[src/fps_params.svh]
`ifndef FPS_PARAMS_SVH
`define FPS_PARAMS_SVH

// ****************************************
// command codes and unlock pattern
// ****************************************
`define FPS_UNLOCK1_ADDR    19'h05555
`define FPS_UNLOCK1_DATA    8'haa
`define FPS_UNLOCK2_ADDR    19'h02aaa
`define FPS_UNLOCK2_DATA    8'h55
`define FPS_PROGRAM_DATA    8'ha0
`define FPS_PAUSE_DATA      8'hb0
`define FPS_CONTINUE_DATA   8'h30
`define FPS_RESET_DATA      8'hf0

// ****************************************
// status bit positions
// ****************************************
`define FPS_POLL_BIT        7
`define FPS_TOGGLE_BIT      6
`define FPS_FAIL_BIT        5

// ****************************************
// timing
// ****************************************
`define FPS_CLK_NS          50
`define FPS_PHASE_NS        50
`define FPS_PHASE_CYC       ((`FPS_PHASE_NS + `FPS_CLK_NS - 1) / `FPS_CLK_NS)
`define FPS_PAUSE_MAX_NS    15000
`define FPS_PAUSE_CYC       (`FPS_PAUSE_MAX_NS / `FPS_CLK_NS)
`define FPS_PROG_MIN_NS     10000
`define FPS_PROG_CYC        (`FPS_PROG_MIN_NS / `FPS_CLK_NS)
`define FPS_POWERUP_US      50
`define FPS_POWERUP_CYC     ((`FPS_POWERUP_US * 1000) / `FPS_CLK_NS)

`endif

[src/fps_pkg.sv]
package fps_pkg;
	typedef enum logic [1:0] {
		FPS_OP_PROGRAM,
		FPS_OP_PAUSE,
		FPS_OP_CONTINUE,
		FPS_OP_RESET
	} fps_op_t;

	typedef enum {
		FPS_ST_POWERUP,
		FPS_ST_IDLE,
		FPS_ST_SETUP,
		FPS_ST_STROBE,
		FPS_ST_RECOVER,
		FPS_ST_READ,
		FPS_ST_SAMPLE,
		FPS_ST_DECIDE,
		FPS_ST_DONE
	} fps_state_t;
endpackage

[src/fps_host.sv]
`timescale 1ns/1ns
`include "fps_params.svh"
// Behaviour
// - program is two unlock writes, program command, then address and data
// - pause is one write of its command, any address, no unlock
// - host polls toggle bit outside blocks under erase
// - continue is one write of its command, any address, no unlock
// - host holds chip select or write strobe high during power-up
// - failure bit set on program timeout; host then raises fail and returns to idle without issuing reset
module fps_host (
	input  wire logic            clk_sys,
	input  wire logic            rst,
	input  wire logic            cmd_valid,
	input  wire fps_pkg::fps_op_t cmd_op,
	input  wire logic [18:0]     cmd_addr,
	input  wire logic [7:0]      cmd_data,
	output logic                 cmd_ready,
	output logic                 done,
	output logic                 fail,
	output logic                 chip_en_n,
	output logic                 out_en_n,
	output logic                 wr_en_n,
	output logic [18:0]          addr,
	output logic [7:0]           dq_o,
	output logic                 dq_oe,
	input  wire logic [7:0]      dq_i
);
	// ****************************************
	// state
	// ****************************************
	fps_pkg::fps_state_t st_r, st_nxt;
	fps_pkg::fps_op_t    op_r, op_nxt;
	logic [15:0]         cnt_r, cnt_nxt;
	logic [15:0]         wait_r, wait_nxt;
	logic [1:0]          step_r, step_nxt;
	logic [18:0]         taddr_r, taddr_nxt;
	logic [7:0]          tdata_r, tdata_nxt;
	logic [7:0]          prev_r, prev_nxt;
	logic                first_r, first_nxt;
	logic                ce_r, ce_nxt, oe_r, oe_nxt, we_r, we_nxt;
	logic [18:0]         a_r, a_nxt;
	logic [7:0]          d_r, d_nxt;
	logic                doe_r, doe_nxt;
	logic                rdy_r, rdy_nxt, dn_r, dn_nxt, fl_r, fl_nxt;
	logic [1:0]          last_step;
	logic [18:0]         w_a;
	logic [7:0]          w_d;
	logic                tog_r, tog_nxt;

	// ****************************************
	// write cycle contents per step
	// ****************************************
	always_comb begin
		last_step = 2'h0;
		if (op_r == fps_pkg::FPS_OP_PROGRAM) begin
			last_step = 2'h3;
		end
		w_a = taddr_nxt;
		w_d = tdata_nxt;
		if (op_nxt == fps_pkg::FPS_OP_PROGRAM) begin
			case (step_nxt)
				2'h0: begin
					w_a = `FPS_UNLOCK1_ADDR;
					w_d = `FPS_UNLOCK1_DATA;
				end
				2'h1: begin
					w_a = `FPS_UNLOCK2_ADDR;
					w_d = `FPS_UNLOCK2_DATA;
				end
				2'h2: begin
					w_a = `FPS_UNLOCK1_ADDR;
					w_d = `FPS_PROGRAM_DATA;
				end
				default: begin
					w_a = taddr_nxt;
					w_d = tdata_nxt;
				end
			endcase
		end else begin
			case (op_nxt)
				fps_pkg::FPS_OP_PAUSE: w_d = `FPS_PAUSE_DATA;
				fps_pkg::FPS_OP_CONTINUE: w_d = `FPS_CONTINUE_DATA;
				default: w_d = `FPS_RESET_DATA;
			endcase
		end
		// address and data settle a cycle before the strobes fall
		a_nxt = a_r;
		d_nxt = d_r;
		if (st_nxt == fps_pkg::FPS_ST_SETUP) begin
			a_nxt = w_a;
			d_nxt = w_d;
		end
	end

	// ****************************************
	// sequencer
	// ****************************************
	always_comb begin
		st_nxt = st_r;
		op_nxt = op_r;
		cnt_nxt = cnt_r;
		wait_nxt = wait_r;
		step_nxt = step_r;
		taddr_nxt = taddr_r;
		tdata_nxt = tdata_r;
		prev_nxt = prev_r;
		first_nxt = first_r;
		ce_nxt = ce_r;
		oe_nxt = oe_r;
		we_nxt = we_r;
		doe_nxt = doe_r;
		rdy_nxt = 1'b0;
		dn_nxt = 1'b0;
		fl_nxt = fl_r;
		case (st_r)
			fps_pkg::FPS_ST_POWERUP: begin
				// strobes held high through power-up
				if (cnt_r == 16'(`FPS_POWERUP_CYC)) begin
					st_nxt = fps_pkg::FPS_ST_IDLE;
					rdy_nxt = 1'b1;
				end else begin
					cnt_nxt = cnt_r + 16'h0001;
				end
			end
			fps_pkg::FPS_ST_IDLE: begin
				rdy_nxt = 1'b1;
				if (cmd_valid && rdy_r) begin
					rdy_nxt = 1'b0;
					op_nxt = cmd_op;
					taddr_nxt = cmd_addr;
					tdata_nxt = cmd_data;
					step_nxt = 2'h0;
					fl_nxt = 1'b0;
					st_nxt = fps_pkg::FPS_ST_SETUP;
				end
			end
			fps_pkg::FPS_ST_SETUP: begin
				ce_nxt = 1'b0;
				we_nxt = 1'b0; // address latched on this fall
				doe_nxt = 1'b1;
				cnt_nxt = 16'h0000;
				st_nxt = fps_pkg::FPS_ST_STROBE;
			end
			fps_pkg::FPS_ST_STROBE: begin
				if (cnt_r == 16'(`FPS_PHASE_CYC)) begin
					we_nxt = 1'b1; // data latched on this rise
					ce_nxt = 1'b1;
					cnt_nxt = 16'h0000;
					st_nxt = fps_pkg::FPS_ST_RECOVER;
				end else begin
					cnt_nxt = cnt_r + 16'h0001;
				end
			end
			fps_pkg::FPS_ST_RECOVER: begin
				doe_nxt = 1'b0;
				if (cnt_r == 16'(`FPS_PHASE_CYC)) begin
					cnt_nxt = 16'h0000;
					if (step_r != last_step) begin
						step_nxt = step_r + 2'h1;
						st_nxt = fps_pkg::FPS_ST_SETUP;
					end else if (op_r == fps_pkg::FPS_OP_PROGRAM
					             || op_r == fps_pkg::FPS_OP_PAUSE) begin
						first_nxt = 1'b1;
						wait_nxt = 16'h0000;
						st_nxt = fps_pkg::FPS_ST_READ;
					end else begin
						st_nxt = fps_pkg::FPS_ST_DONE;
					end
				end else begin
					cnt_nxt = cnt_r + 16'h0001;
				end
			end
			fps_pkg::FPS_ST_READ: begin
				ce_nxt = 1'b0;
				oe_nxt = 1'b0;
				cnt_nxt = 16'h0000;
				wait_nxt = wait_r + 16'h0001;
				st_nxt = fps_pkg::FPS_ST_SAMPLE;
			end
			fps_pkg::FPS_ST_SAMPLE: begin
				wait_nxt = wait_r + 16'h0001;
				if (cnt_r == 16'(`FPS_PHASE_CYC)) begin
					ce_nxt = 1'b1;
					oe_nxt = 1'b1;
					prev_nxt = dq_i;
					st_nxt = fps_pkg::FPS_ST_DECIDE;
				end else begin
					cnt_nxt = cnt_r + 16'h0001;
				end
			end
			fps_pkg::FPS_ST_DECIDE: begin
				wait_nxt = wait_r + 16'h0001;
				first_nxt = 1'b0;
				st_nxt = fps_pkg::FPS_ST_READ;
				if (op_r == fps_pkg::FPS_OP_PROGRAM) begin
					// status polled at target
					if (prev_r[`FPS_POLL_BIT] == tdata_r[`FPS_POLL_BIT]) begin
						st_nxt = fps_pkg::FPS_ST_DONE;
						fl_nxt = (prev_r != tdata_r);
					end else if (prev_r[`FPS_FAIL_BIT]) begin
						st_nxt = fps_pkg::FPS_ST_DONE;
						fl_nxt = 1'b1;
					end
				end else if (!first_r) begin
					// toggle compared between two reads
					if (prev_r[`FPS_TOGGLE_BIT] == tog_r) begin
						st_nxt = fps_pkg::FPS_ST_DONE;
					end else if (wait_r >= 16'(`FPS_PAUSE_CYC)) begin
						st_nxt = fps_pkg::FPS_ST_DONE;
						fl_nxt = 1'b1;
					end
				end
				doe_nxt = 1'b0;
			end
			fps_pkg::FPS_ST_DONE: begin
				dn_nxt = 1'b1;
				rdy_nxt = 1'b1;
				st_nxt = fps_pkg::FPS_ST_IDLE;
			end
			default: st_nxt = fps_pkg::FPS_ST_IDLE;
		endcase
	end

	// toggle bit of the previous status read
	always_comb begin
		tog_nxt = tog_r;
		if (st_r == fps_pkg::FPS_ST_DECIDE) begin
			tog_nxt = prev_r[`FPS_TOGGLE_BIT];
		end
	end

	// ****************************************
	// registers
	// ****************************************
	always_ff @(posedge clk_sys) begin
		if (rst) begin
			st_r <= fps_pkg::FPS_ST_POWERUP;
			op_r <= fps_pkg::FPS_OP_RESET;
			cnt_r <= 16'h0000;
			wait_r <= 16'h0000;
			step_r <= 2'h0;
			taddr_r <= 19'h00000;
			tdata_r <= 8'h00;
			prev_r <= 8'h00;
			first_r <= 1'b0;
			tog_r <= 1'b0;
			ce_r <= 1'b1;
			oe_r <= 1'b1;
			we_r <= 1'b1;
			a_r <= 19'h00000;
			d_r <= 8'h00;
			doe_r <= 1'b0;
			rdy_r <= 1'b0;
			dn_r <= 1'b0;
			fl_r <= 1'b0;
		end else begin
			st_r <= st_nxt;
			op_r <= op_nxt;
			cnt_r <= cnt_nxt;
			wait_r <= wait_nxt;
			step_r <= step_nxt;
			taddr_r <= taddr_nxt;
			tdata_r <= tdata_nxt;
			prev_r <= prev_nxt;
			first_r <= first_nxt;
			tog_r <= tog_nxt;
			ce_r <= ce_nxt;
			oe_r <= oe_nxt;
			we_r <= we_nxt;
			a_r <= a_nxt;
			d_r <= d_nxt;
			doe_r <= doe_nxt;
			rdy_r <= rdy_nxt;
			dn_r <= dn_nxt;
			fl_r <= fl_nxt;
		end
	end

	assign cmd_ready = rdy_r;
	assign done      = dn_r;
	assign fail      = fl_r;
	assign chip_en_n = ce_r;
	assign out_en_n  = oe_r;
	assign wr_en_n   = we_r;
	assign addr      = a_r;
	assign dq_o      = d_r;
	assign dq_oe     = doe_r;
endmodule

[config.mk]
export PLATFORM = sky130hd
export DESIGN_NAME = fps_host
export DESIGN_NICKNAME = d
export VERILOG_FILES = /design/src/fps_pkg.sv /design/src/fps_host.sv
export VERILOG_INCLUDE_DIRS = /design/src
export SDC_FILE = /design/constraint.sdc
export NUM_CORES = 1
export LEC_CHECK = 0
export BUFFER_PORTS_ARGS = -buffer_cell sky130_fd_sc_hd__buf_2
export CAP_MARGIN = 20
export CORE_AREA = 3 3 113 115
export DETAILED_ROUTE_END_ITERATION = 8
export DIE_AREA = 0 0 116 118
export GPL_TIMING_DRIVEN = 0
export PLACE_DENSITY = 0.71
export RECOVER_POWER = 25
export SLEW_MARGIN = 20
export SYNTH_ARGS = -nofsm -noshare
export SYNTH_HDL_FRONTEND = slang
export SYNTH_SLANG_ARGS = --single-unit
export TNS_END_PERCENT = 100
[constraint.sdc]
create_clock -name clk_sys -period 9.2 [get_ports clk_sys]
set_input_delay 0.92 -clock clk_sys [delete_from_list [all_inputs] [get_ports clk_sys]]
set_output_delay 0.92 -clock clk_sys [all_outputs]
set_load 0.01 [all_outputs]
==> run metrics, run 1 <==
Placeable Area=11,900 um2; row count=40; post-synthesis sequential area ratio=46.2%; Fillers=1,054; Root Buffer=clkbuf_16; post-synth top area share=46.2%; Die Span Y=118 um; PwrDens=178 nW/um2; Clock Skew=0.0125 ns; DRC=0; GRT Util Overall=23.1%; Critical Path RT=9.54 ns; vias in the first global route=5,137; number of port buffers=72; Hold Crit Class=reg2reg; die area=13,700 um2; headroom to the max-slew limit=22.2%; final-stage net count=796; DRT iter0 DRCs=576; Final setup viols=0; CTS sink count=139; largest net degree at the start of global routing=17; clock buffer count from CTS=17; first-pass GRT wire length=25.0 mm; CTS-repair resized insts=0; Synth area leader=dfxtp_1; flops & latches, synth=139; Overflow after GRT=0; cell with the most instances after synthesis=dfxtp_1; Final min period=4.09 ns; critical path type=reg2reg; critical path fanouts, max=10; Synth Instances=631; Crit Reg-Reg Endpoint=addr[1]$_SDFFE_PP0N_; crit start category=flip-flop; Die X=116 um; asr flop ratio synth=0%; FF-to-FF Start=st_r[26]$_SDFF_PP0_; htree depth=4; Post-Synthesis Cell Area=6030 um2; sum of negative setup slack=0 ns; clk buf depth=2; worst-margin pin slew=1.16 ns; initial core utilization=50.6%; most common flop cell mapped by yosys=dfxtp_1; Worst-Skew Late Latency=0.42 ns; Max Fclk=245 MHz; count of different cell masters after synthesis=76; R2R setup slack=5.11 ns; Commonest cells post-synth=139 x dfxtp_1, 72 x nor2_1, 38 x a21oi_1; fraction of layout cells with a size suffix above 1=13.9%; post-route ant nets=0; drt first pass iters=5; drt wl/cell=16.7 um; Worst Hold Endpoint=dq_o[1]$_SDFFE_PP0N_; Post-CTS Hold Fix Bufs=0; placed wire-length estimate=11.0 mm; drt total wl=15.1 mm; Peak VDD IR=0.108 mV; endpoints failing hold=0; initial antenna violation count=0; number of synthesized flops with an enable pin=0; FF-to-FF path depth=12; postcts setup bufs=0; WHS Path Cells=1; status=complete, no violations; fin. max-slew vios=0; DR vias/cell=5.76; max-cap viol count=0; leakage=2.78 nW; Layout area overhead=19.1%; n_diodes=0; TritonCTS clock tree=done; routed via count=5,210; CTS clock-pin slew for the worst setup and hold paths=0.06 ns; average cell area after synthesis=9.55 um2; I/O pins=74; synth warn=0; GP Congestion=0.928; HP Start=dq_o[1]$_SDFFE_PP0N_; period utilization=44.4%; unrepaired setup endpoints after global routing=no; Final Core Density=60.3%; critical path capture point type=flip-flop; synth top area cells=dfxtp_1 46%, mux2i_1 5.0%, nor2_1 4.5%; CP arrival=4.43 ns
-- per-stage QoR --
step                      hold WS (ns)  instances  setup slack [ns]  instance area, um2  total power [W]
after global routing             0.493        905              4.79                7180          0.00132
after global placement           0.447        877              5.00                6670         0.000652
final                            0.469        905              5.11                7180          0.00128
after CTS                        0.467        905              5.11                7220          0.00129
after floorplan                  0.456        658              5.77                6130         0.000637
after detailed placement         0.449        877              4.95                6670         0.000653
-- layout make-up --
cell class,count,area [um2],area share [%]
tap,147,184,2.56
multi-input combinational,468,3090,43.1
inverter,17,63.8,0.889
clock inverter,6,66.3,0.924
clock buffer,22,484,6.75
buffer,34,186,2.60
timing repair buffer,72,318,4.43
sequential,139,2780,38.8
-- metal layers --
metal | part of all wire [%] | track usage, % | vias up
met2 | 48 | 37.1 | 180
li1 | - | - | 2513
met3 | 5.5 | 5.14 | 41
met4 | 2.9 | 9.72 | 0
met5 | 0 | 0 | -
met1 | 44 | 29.6 | 2476
-- cells in the final DEF, fill, tap and decap left out, types with 17 or more instances in the layout --
| cell | synthesis | final |
|---|---|---|
| nand2_1 | 33 | 33 |
| dfxtp_1 | 139 | 139 |
| clkbuf_1 | 18 | 53 |
| conb_1 | 1 | 28 |
| nand4_1 | 17 | 17 |
| a21oi_1 | 38 | 38 |
| xor2_1 | 21 | 21 |
| nor2_1 | 72 | 72 |
| nor3_1 | 21 | 22 |
| buf_2 | 5 | 43 |
| mux2i_1 | 30 | 30 |
| o21ai_0 | 25 | 25 |
| clkbuf_16 | 0 | 17 |
-- worst max-delay path by stage --
stage	slack, ns	end	startpoint	cells after the start
finish	5.11	addr[1]$_SDFFE_PP0N_	st_r[26]$_SDFF_PP0_	12
global route	4.79	addr[1]$_SDFFE_PP0N_	st_r[26]$_SDFF_PP0_	12
CTS	5.11	addr[1]$_SDFFE_PP0N_	st_r[26]$_SDFF_PP0_	12
detailed placement	4.95	addr[1]$_SDFFE_PP0N_	cmd_valid	12
global placement	5.00	addr[5]$_SDFFE_PP0N_	cmd_valid	12
floorplan	5.77	addr[10]$_SDFFE_PP0N_	cmd_valid	11
-- cells by family after synthesis --
| family | after synthesis | share of synthesized area [%] |
|---|---|---|
| fa+ha+maj | 7 | 1.45 |
| other cells | 1 | 0.0622 |
| simple gates | 228 | 20.9 |
| mux | 38 | 6.48 |
| xor+xnor | 29 | 4.21 |
| buf+inv | 51 | 4.15 |
| flops | 139 | 46.2 |
| compound gates | 138 | 16.6 |
-- report_power, final --
part | switching (W) | internal [W]
Combinational | 0.0000197 | 0.00000940
Sequential | 0.00000245 | 0.000609
Clock | 0.000245 | 0.000393
-- worst max-delay path: stages (launching register included) --
cell	delay, ns
dfxtp_1	0.30
nor4_1	0.31
nand4_1	0.19
buf_4	0.23
nor4b_4	0.51
buf_2	0.40
mux2i_1	0.40
ha_1	0.39
inv_1	0.20
nor2_1	0.38
buf_2	0.31
o2111ai_1	0.18
a21oi_1	0.20
-- sequential cells by signal (all words and copies together) (netlist names), 2 cells and up --
| signal | flops |
|---|---|
| taddr_r | 19 |
| addr | 19 |
| cnt_r | 16 |
| wait_r | 16 |
| tdata_r | 8 |
| dq_o | 8 |
| step_r | 2 |
| prev_r | 8 |
| st_r | 32 |
| op_r | 2 |
Power figures use the tool's default switching activity.
==> inputs of run 2 (changes only) <==
- PLACE_DENSITY: 0.71 -> 0.73
- clock period: 9.2 -> 3.75 ns (I/O delays scaled with it)
==> run 2 against run 1 <==
  * Non-clock buffer count increased by 1
  * Largest power group unchanged
  * Global-route usage decreased by 0.49 points
  * Power increased to 2.6 times the previous value
  * Clock power increased to 2.7 times the previous value
  * Flip-flop and latch count unchanged
  * Largest cell class unchanged
==> run metrics, run 2 (synthesized netlist as in run 1, its figures left out) <==
initial antenna violation count=0 (unchanged); Peak VDD IR=0.271 mV (was 0.108 mV); Final min period=3.43 ns (was 4.09 ns); fin. max-slew vios=0 (unchanged); Die Span Y=118 um (unchanged); Layout area overhead=20.5% (was 19.1%); TritonCTS clock tree=done (unchanged); final instance area=7270 um2 (was 7180 um2); drt total wl=14.9 mm (was 15.1 mm); Area after DPL=6670 um2 (unchanged); Root Buffer=clkbuf_16 (unchanged); drt first pass iters=7 (was 5); I/O pins=74 (unchanged); CTS clock-pin slew for the worst setup and hold paths=0.06 ns (about the same); n_diodes=0 (unchanged); htree depth=4 (unchanged); DR vias/cell=5.69 (was 5.76); most common cell after layout, fill and taps aside=dfxtp_1 (unchanged); Largest register FFs=32 (unchanged); critical path capture point type=flip-flop (unchanged); GP Congestion=0.916 (was 0.928); Hold Crit Class=in2reg (was reg2reg); post-route ant nets=0 (unchanged); Final setup viols=0 (unchanged); Die X=116 um (unchanged); headroom to the max-slew limit=42.6% (was 22.2%); largest net degree at the start of global routing=17 (unchanged); CTS sink count=139 (unchanged); Placed Cells=877 (unchanged); period utilization=91.4% (was 44.4%); fraction of layout cells with a size suffix above 1=14.8% (was 13.9%); Critical Path RT=4.10 ns (was 9.54 ns); Hold Slack=0.191 ns (was 0.469 ns); critical path fanouts, max=10 (unchanged); Non-Filler Instances=909 (was 905); clock buffer count from CTS=17 (unchanged); crit start category=flip-flop (unchanged); leakage=2.82 nW (was 2.78 nW); first-pass GRT wire length=24.6 mm (was 25.0 mm); Worst-Skew Late Latency=0.42 ns (about the same); row count=40 (unchanged); most frequent cells in the layout=139 x dfxtp_1, 71 x nor2_1, 54 x clkbuf_1, 42 x buf_2, 38 x a21oi_1 (was 139 x dfxtp_1, 72 x nor2_1, 53 x clkbuf_1, 43 x buf_2, 38 x a21oi_1); DRT iter0 DRCs=535 (was 576); Overflow after GRT=0 (unchanged); Clock Skew=0.00789 ns (was 0.0125 ns); drt wl/cell=16.4 um (was 16.7 um); CP arrival=3.77 ns (was 4.43 ns); GRT Util Overall=22.6% (was 23.1%); status=complete, no violations (unchanged); unrepaired setup endpoints after global routing=no (unchanged); routed via count=5,169 (was 5,210); sum of negative setup slack=0 ns (unchanged); final-stage net count=797 (was 796); Biggest register=st_r (unchanged); clk buf depth=2 (unchanged); Placeable Area=11,900 um2 (unchanged); endpoints failing hold=0 (unchanged); Post-CTS Hold Fix Bufs=0 (unchanged); die area=13,700 um2 (unchanged); max-cap viol count=0 (unchanged); PwrDens=453 nW/um2 (was 178 nW/um2); Max Fclk=292 MHz (was 245 MHz); vias in the first global route=5,026 (was 5,137); initial core utilization=50.6% (unchanged); critical path type=reg2reg (unchanged); worst-margin pin slew=0.848 ns (was 1.16 ns); Fillers=1,013 (was 1,054); DRC=0 (unchanged); number of port buffers=72 (unchanged); placed wire-length estimate=10.8 mm (was 11.0 mm)
run 2: cell types whose count changed in the layout (fill, tap and decap cells not counted), sizes merged:
cell / delta
bufinv: +2
clkinv: +2
clkinvlp: -2
inv: +2
run 2: final timing paths:
check | slack, ns | endpoint | cells after the start | startpoint
worst max-delay path | 0.32 | addr[1]$_SDFFE_PP0N_ | 11 | st_r[16]$_SDFF_PP0_
worst min-delay path | 0.19 | prev_r[1]$_SDFFE_PP0P_ | 3 | dq_i[1]
worst max register to register | 0.32 | addr[1]$_SDFFE_PP0N_ | 11 | st_r[16]$_SDFF_PP0_
worst min register to register | 0.46 | dq_o[1]$_SDFFE_PP0N_ | 1 | dq_o[1]$_SDFFE_PP0N_
run 2: final cells by class:
cell class | count | area, um2 | area share, %
Tap cell | 147 | 184 | 2.53
Multi-Input combinational cell | 468 | 3120 | 42.9
Sequential cell | 139 | 2780 | 38.3
Buffer | 34 | 189 | 2.60
Clock inverter | 10 | 139 | 1.91
Inverter | 17 | 63.8 | 0.878
Clock buffer | 21 | 470 | 6.47
Timing Repair Buffer | 73 | 322 | 4.42
run 2: per-stage QoR:
stage | power [W] | setup WS (ns) | utilization, %
floorplan | 0.00156 | 0.529 | -
global placement | 0.00160 | -0.193 | 56.0
detailed placement | 0.00160 | -0.286 | 56.0
CTS | 0.00332 | 0.0973 | 61.2
global route | 0.00340 | 0.0367 | 61.0
finish | 0.00329 | 0.324 | 61.0
run 2: power breakdown:
part | leakage [nW] | switching, W | internal, W | total (W)
Sequential | 1.13 | 0.00000616 | 0.00149 | 0.00150
Clock | 0.300 | 0.000622 | 0.00110 | 0.00172
Combinational | 1.39 | 0.0000473 | 0.0000230 | 0.0000703
run 2: routing by layer:
| metal | part of all wire [%] | track usage (%) | wire length, um |
|---|---|---|---|
| met5 | 0 | 0 | 0 |
| met4 | 1.7 | 7.61 | 248 |
| met3 | 6.5 | 6.63 | 968 |
| met2 | 48 | 35.8 | 7160 |
| met1 | 44 | 29.3 | 6570 |
run 2: repair_timing:
| action | 4_1_cts | 5_1_grt |
|---|---|---|
| setup endpoints to repair | 19 | 10 |
| setup buffers | 1 | 0 |
| gates resized for setup | 1 | 5 |
| pin swaps | 1 | 0 |
run 2: critical path, stage by stage, from the launching register on:
cell and delay, ns:
dfxtp_1 0.30, nor4_1 0.48, nand3_4 0.24, nor4b_4 0.34, buf_4 0.28, mux2i_2 0.35, ha_2 0.34, inv_1 0.16
nor2_2 0.27, buf_2 0.27, o2111ai_1 0.16, a21oi_1 0.16
==> inputs of run 3 (changes only) <==
- BUFFER_PORTS_ARGS: -buffer_cell sky130_fd_sc_hd__buf_2 -> -buffer_cell sky130_fd_sc_hd__clkbuf_2
==> run 3 against run 2 <==
  * Clock power about the same
  * Design area barely moved
  * Utilization barely moved
  * Cell count unchanged
  * Hold slack worse by 0.0020 ns
  * Critical path depth up 1
  * First-iteration DRC count increased by 11%
  * Count of clock-buffer cells in the layout is 2 lower
  * Flip-flop and latch count is the same
  * Via count is the same
  * Critical path type unchanged
  * Critical endpoint is now addr[10]$_SDFFE_PP0N_
  * Largest cell class unchanged
  * Largest power group unchanged
==> run metrics, run 3 (synthesized netlist as in run 1, its figures left out) <==
status=complete, no violations (unchanged); Max Fclk=290 MHz (was 292 MHz); n_diodes=0 (unchanged); GRT Util Overall=22.3% (was 22.6%); placed wire-length estimate=10.6 mm (was 10.8 mm); Critical Path RT=4.07 ns (was 4.10 ns); Die Span Y=118 um (unchanged); Layout area overhead=20.5% (about the same); clk buf depth=2 (unchanged); family with the most delay on the worst path=simple AND/OR/NAND/NOR gates (unchanged); headroom to the max-slew limit=45.8% (was 42.6%); Worst Hold Endpoint=prev_r[6]$_SDFFE_PP0P_ (was prev_r[1]$_SDFFE_PP0P_); clock buffer count from CTS=17 (unchanged); sum of negative setup slack=0 ns (unchanged); TritonCTS clock tree=done (unchanged); CTS clock-pin slew for the worst setup and hold paths=0.06 ns (about the same); vias in the first global route=5,037 (was 5,026); Hold Crit Class=in2reg (unchanged); Crit Reg-Reg Endpoint=addr[10]$_SDFFE_PP0N_ (was addr[1]$_SDFFE_PP0N_); critical path type=reg2reg (unchanged); drt total wl=14.6 mm (was 14.9 mm); wire length on met2=7.04 mm (was 7.16 mm); Clock Skew=0.00651 ns (was 0.00789 ns); critical path fanouts, max=10 (unchanged); fraction of layout cells with a size suffix above 1=15.0% (was 14.8%); Top cell by count, worst path=buf_4; CTS sink count=139 (unchanged); drt first pass iters=5 (was 7); Post-CTS Hold Fix Bufs=0 (unchanged); highest routed layer=met4 (unchanged); drt wl/cell=16.0 um (was 16.4 um); Final min period=3.45 ns (was 3.43 ns); initial antenna violation count=0 (unchanged); Largest register FFs=32 (unchanged); critical path capture point type=flip-flop (unchanged); FF-to-FF Start=st_r[26]$_SDFF_PP0_ (was st_r[16]$_SDFF_PP0_); DRT iter0 DRCs=593 (was 535); htree depth=4 (unchanged); most common cell after layout, fill and taps aside=dfxtp_1 (unchanged); DRT met1 WL=6.40 mm (was 6.57 mm); DR vias/cell=5.69 (unchanged); GP Congestion=0.918 (was 0.916); CP arrival=3.77 ns (about the same); HP Start=dq_i[6] (was dq_i[1]); Die X=116 um (unchanged); Worst-Skew Late Latency=0.42 ns (about the same); met3 wire length=965 um (was 968 um); routed via count=5,169 (unchanged); first-pass GRT wire length=24.3 mm (was 24.6 mm); number of port buffers=72 (unchanged); Final Core Density=61.0% (about the same); fin. max-slew vios=0 (unchanged); PwrDens=454 nW/um2 (was 453 nW/um2); crit-path cells=nor4_1 -> nand4_1 -> buf_4 -> nor4b_4 -> buf_4 -> mux2i_2 -> ha_2 -> inv_1 -> nor2_2 -> buf_2 -> o2111ai_1 -> o211a_1 (was nor4_1 -> nand3_4 -> nor4b_4 -> buf_4 -> mux2i_2 -> ha_2 -> inv_1 -> nor2_2 -> buf_2 -> o2111ai_1 -> a21oi_1); CP Buf/Inv Count=4 (was 3); Peak VDD IR=0.302 mV (was 0.271 mV); Root Buffer=clkbuf_16 (unchanged); Placeable Area=11,900 um2 (unchanged); DRC=0 (unchanged); Final setup viols=0 (unchanged); final-stage net count=797 (unchanged); post-route ant nets=0 (unchanged); period utilization=92.1% (was 91.4%); unrepaired setup endpoints after global routing=no (unchanged); Overflow after GRT=0 (unchanged); largest net degree at the start of global routing=17 (unchanged); endpoints failing hold=0 (unchanged); R2R setup slack=0.30 ns (was 0.32 ns); WHS Path Cells=3 (unchanged); crit start category=flip-flop (unchanged); max-cap viol count=0 (unchanged); most frequent cells in the layout=139 x dfxtp_1, 71 x nor2_1, 53 x clkbuf_1, 38 x a21oi_1, 38 x clkbuf_2 (was 139 x dfxtp_1, 71 x nor2_1, 54 x clkbuf_1, 42 x buf_2, 38 x a21oi_1); leakage=2.82 nW (about the same); row count=40 (unchanged); die area=13,700 um2 (unchanged); crit-path max cell delay=0.36 ns (was 0.48 ns); Biggest register=st_r (unchanged); FF-to-FF path depth=12 (was 11); initial core utilization=50.6% (unchanged); worst-margin pin slew=0.801 ns (was 0.848 ns); cell at the slowest stage of the critical path=mux2i_2 (was nor4_1); I/O pins=74 (unchanged)
==> run 3: cell count changes in the layout (fill, tap and decap cells not counted), moves of 2 or more <==
cell        delta
clkinv_2       -2
clkbuf_2      +38
buf_2         -38
clkinvlp_4     +2
==> run 3: layer usage <==
metal	GRT usage (%)	vias up
li1	-	2516
met1	28.6	2465
met2	35.0	167
met3	7.71	21
met4	7.25	0
met5	0	-
==> run 3: how the worst max path moves through the flow <==
| stage | to | cells past startpoint | startpoint |
|---|---|---|---|
| CTS | addr[10]$_SDFFE_PP0N_ | 12 | st_r[26]$_SDFF_PP0_ |
| detailed placement | addr[14]$_SDFFE_PP0N_ | 12 | st_r[26]$_SDFF_PP0_ |
| floorplan | addr[10]$_SDFFE_PP0N_ | 12 | st_r[10]$_SDFF_PP0_ |
| finish | addr[10]$_SDFFE_PP0N_ | 12 | st_r[26]$_SDFF_PP0_ |
| global placement | addr[12]$_SDFFE_PP0N_ | 12 | st_r[26]$_SDFF_PP0_ |
| global route | addr[10]$_SDFFE_PP0N_ | 11 | st_r[6]$_SDFF_PP0_ |
==> run 3: worst min-delay path, delay by kind of cell <==
kind,cells,cell delay [ns]
buf+inv,1,0.07
simple gates,1,0.07
mux,1,0.05
==> run 3: per-stage QoR <==
step | setup WS, ns | total power (W) | std cells | hold slack (ns) | area [um2]
6_report | 0.297 | 0.00330 | 909 | 0.189 | 7260
5_1_grt | 0.0454 | 0.00341 | 909 | 0.199 | 7260
4_1_cts | 0.155 | 0.00333 | 909 | 0.176 | 7300
3_5_place_dp | -0.316 | 0.00160 | 877 | 0.450 | 6670
3_3_place_gp | -0.206 | 0.00160 | 877 | 0.451 | 6670
2_1_floorplan | 0.529 | 0.00156 | 658 | 0.456 | 6130
==> run 3: final cells by class <==
class | count | area (um2)
multi-input cells | 468 | 3110
inverters | 17 | 63.8
flip-flops and latches | 139 | 2780
well taps | 147 | 184
repair buffers | 73 | 325
clock buffers | 19 | 453
fillers | 1036 | 4650
clock inverters | 12 | 164
plain buffers | 34 | 181
==> run 3: repair_timing <==
| item | 4_1_cts | 5_1_grt |
|---|---|---|
| resized for setup | 2 | 3 |
| setup buffers | 1 | 0 |
| pin swaps | 1 | 1 |
| endpoints found under the setup margin | 15 | 10 |
| cloned | 0 | 0 |
| hold endpoints to repair | 0 | 0 |
==> run 3: power by group <==
group          internal [W]  switching, W
Sequential          0.00149    0.00000576
Combinational     0.0000223     0.0000466
Clock               0.00109      0.000645
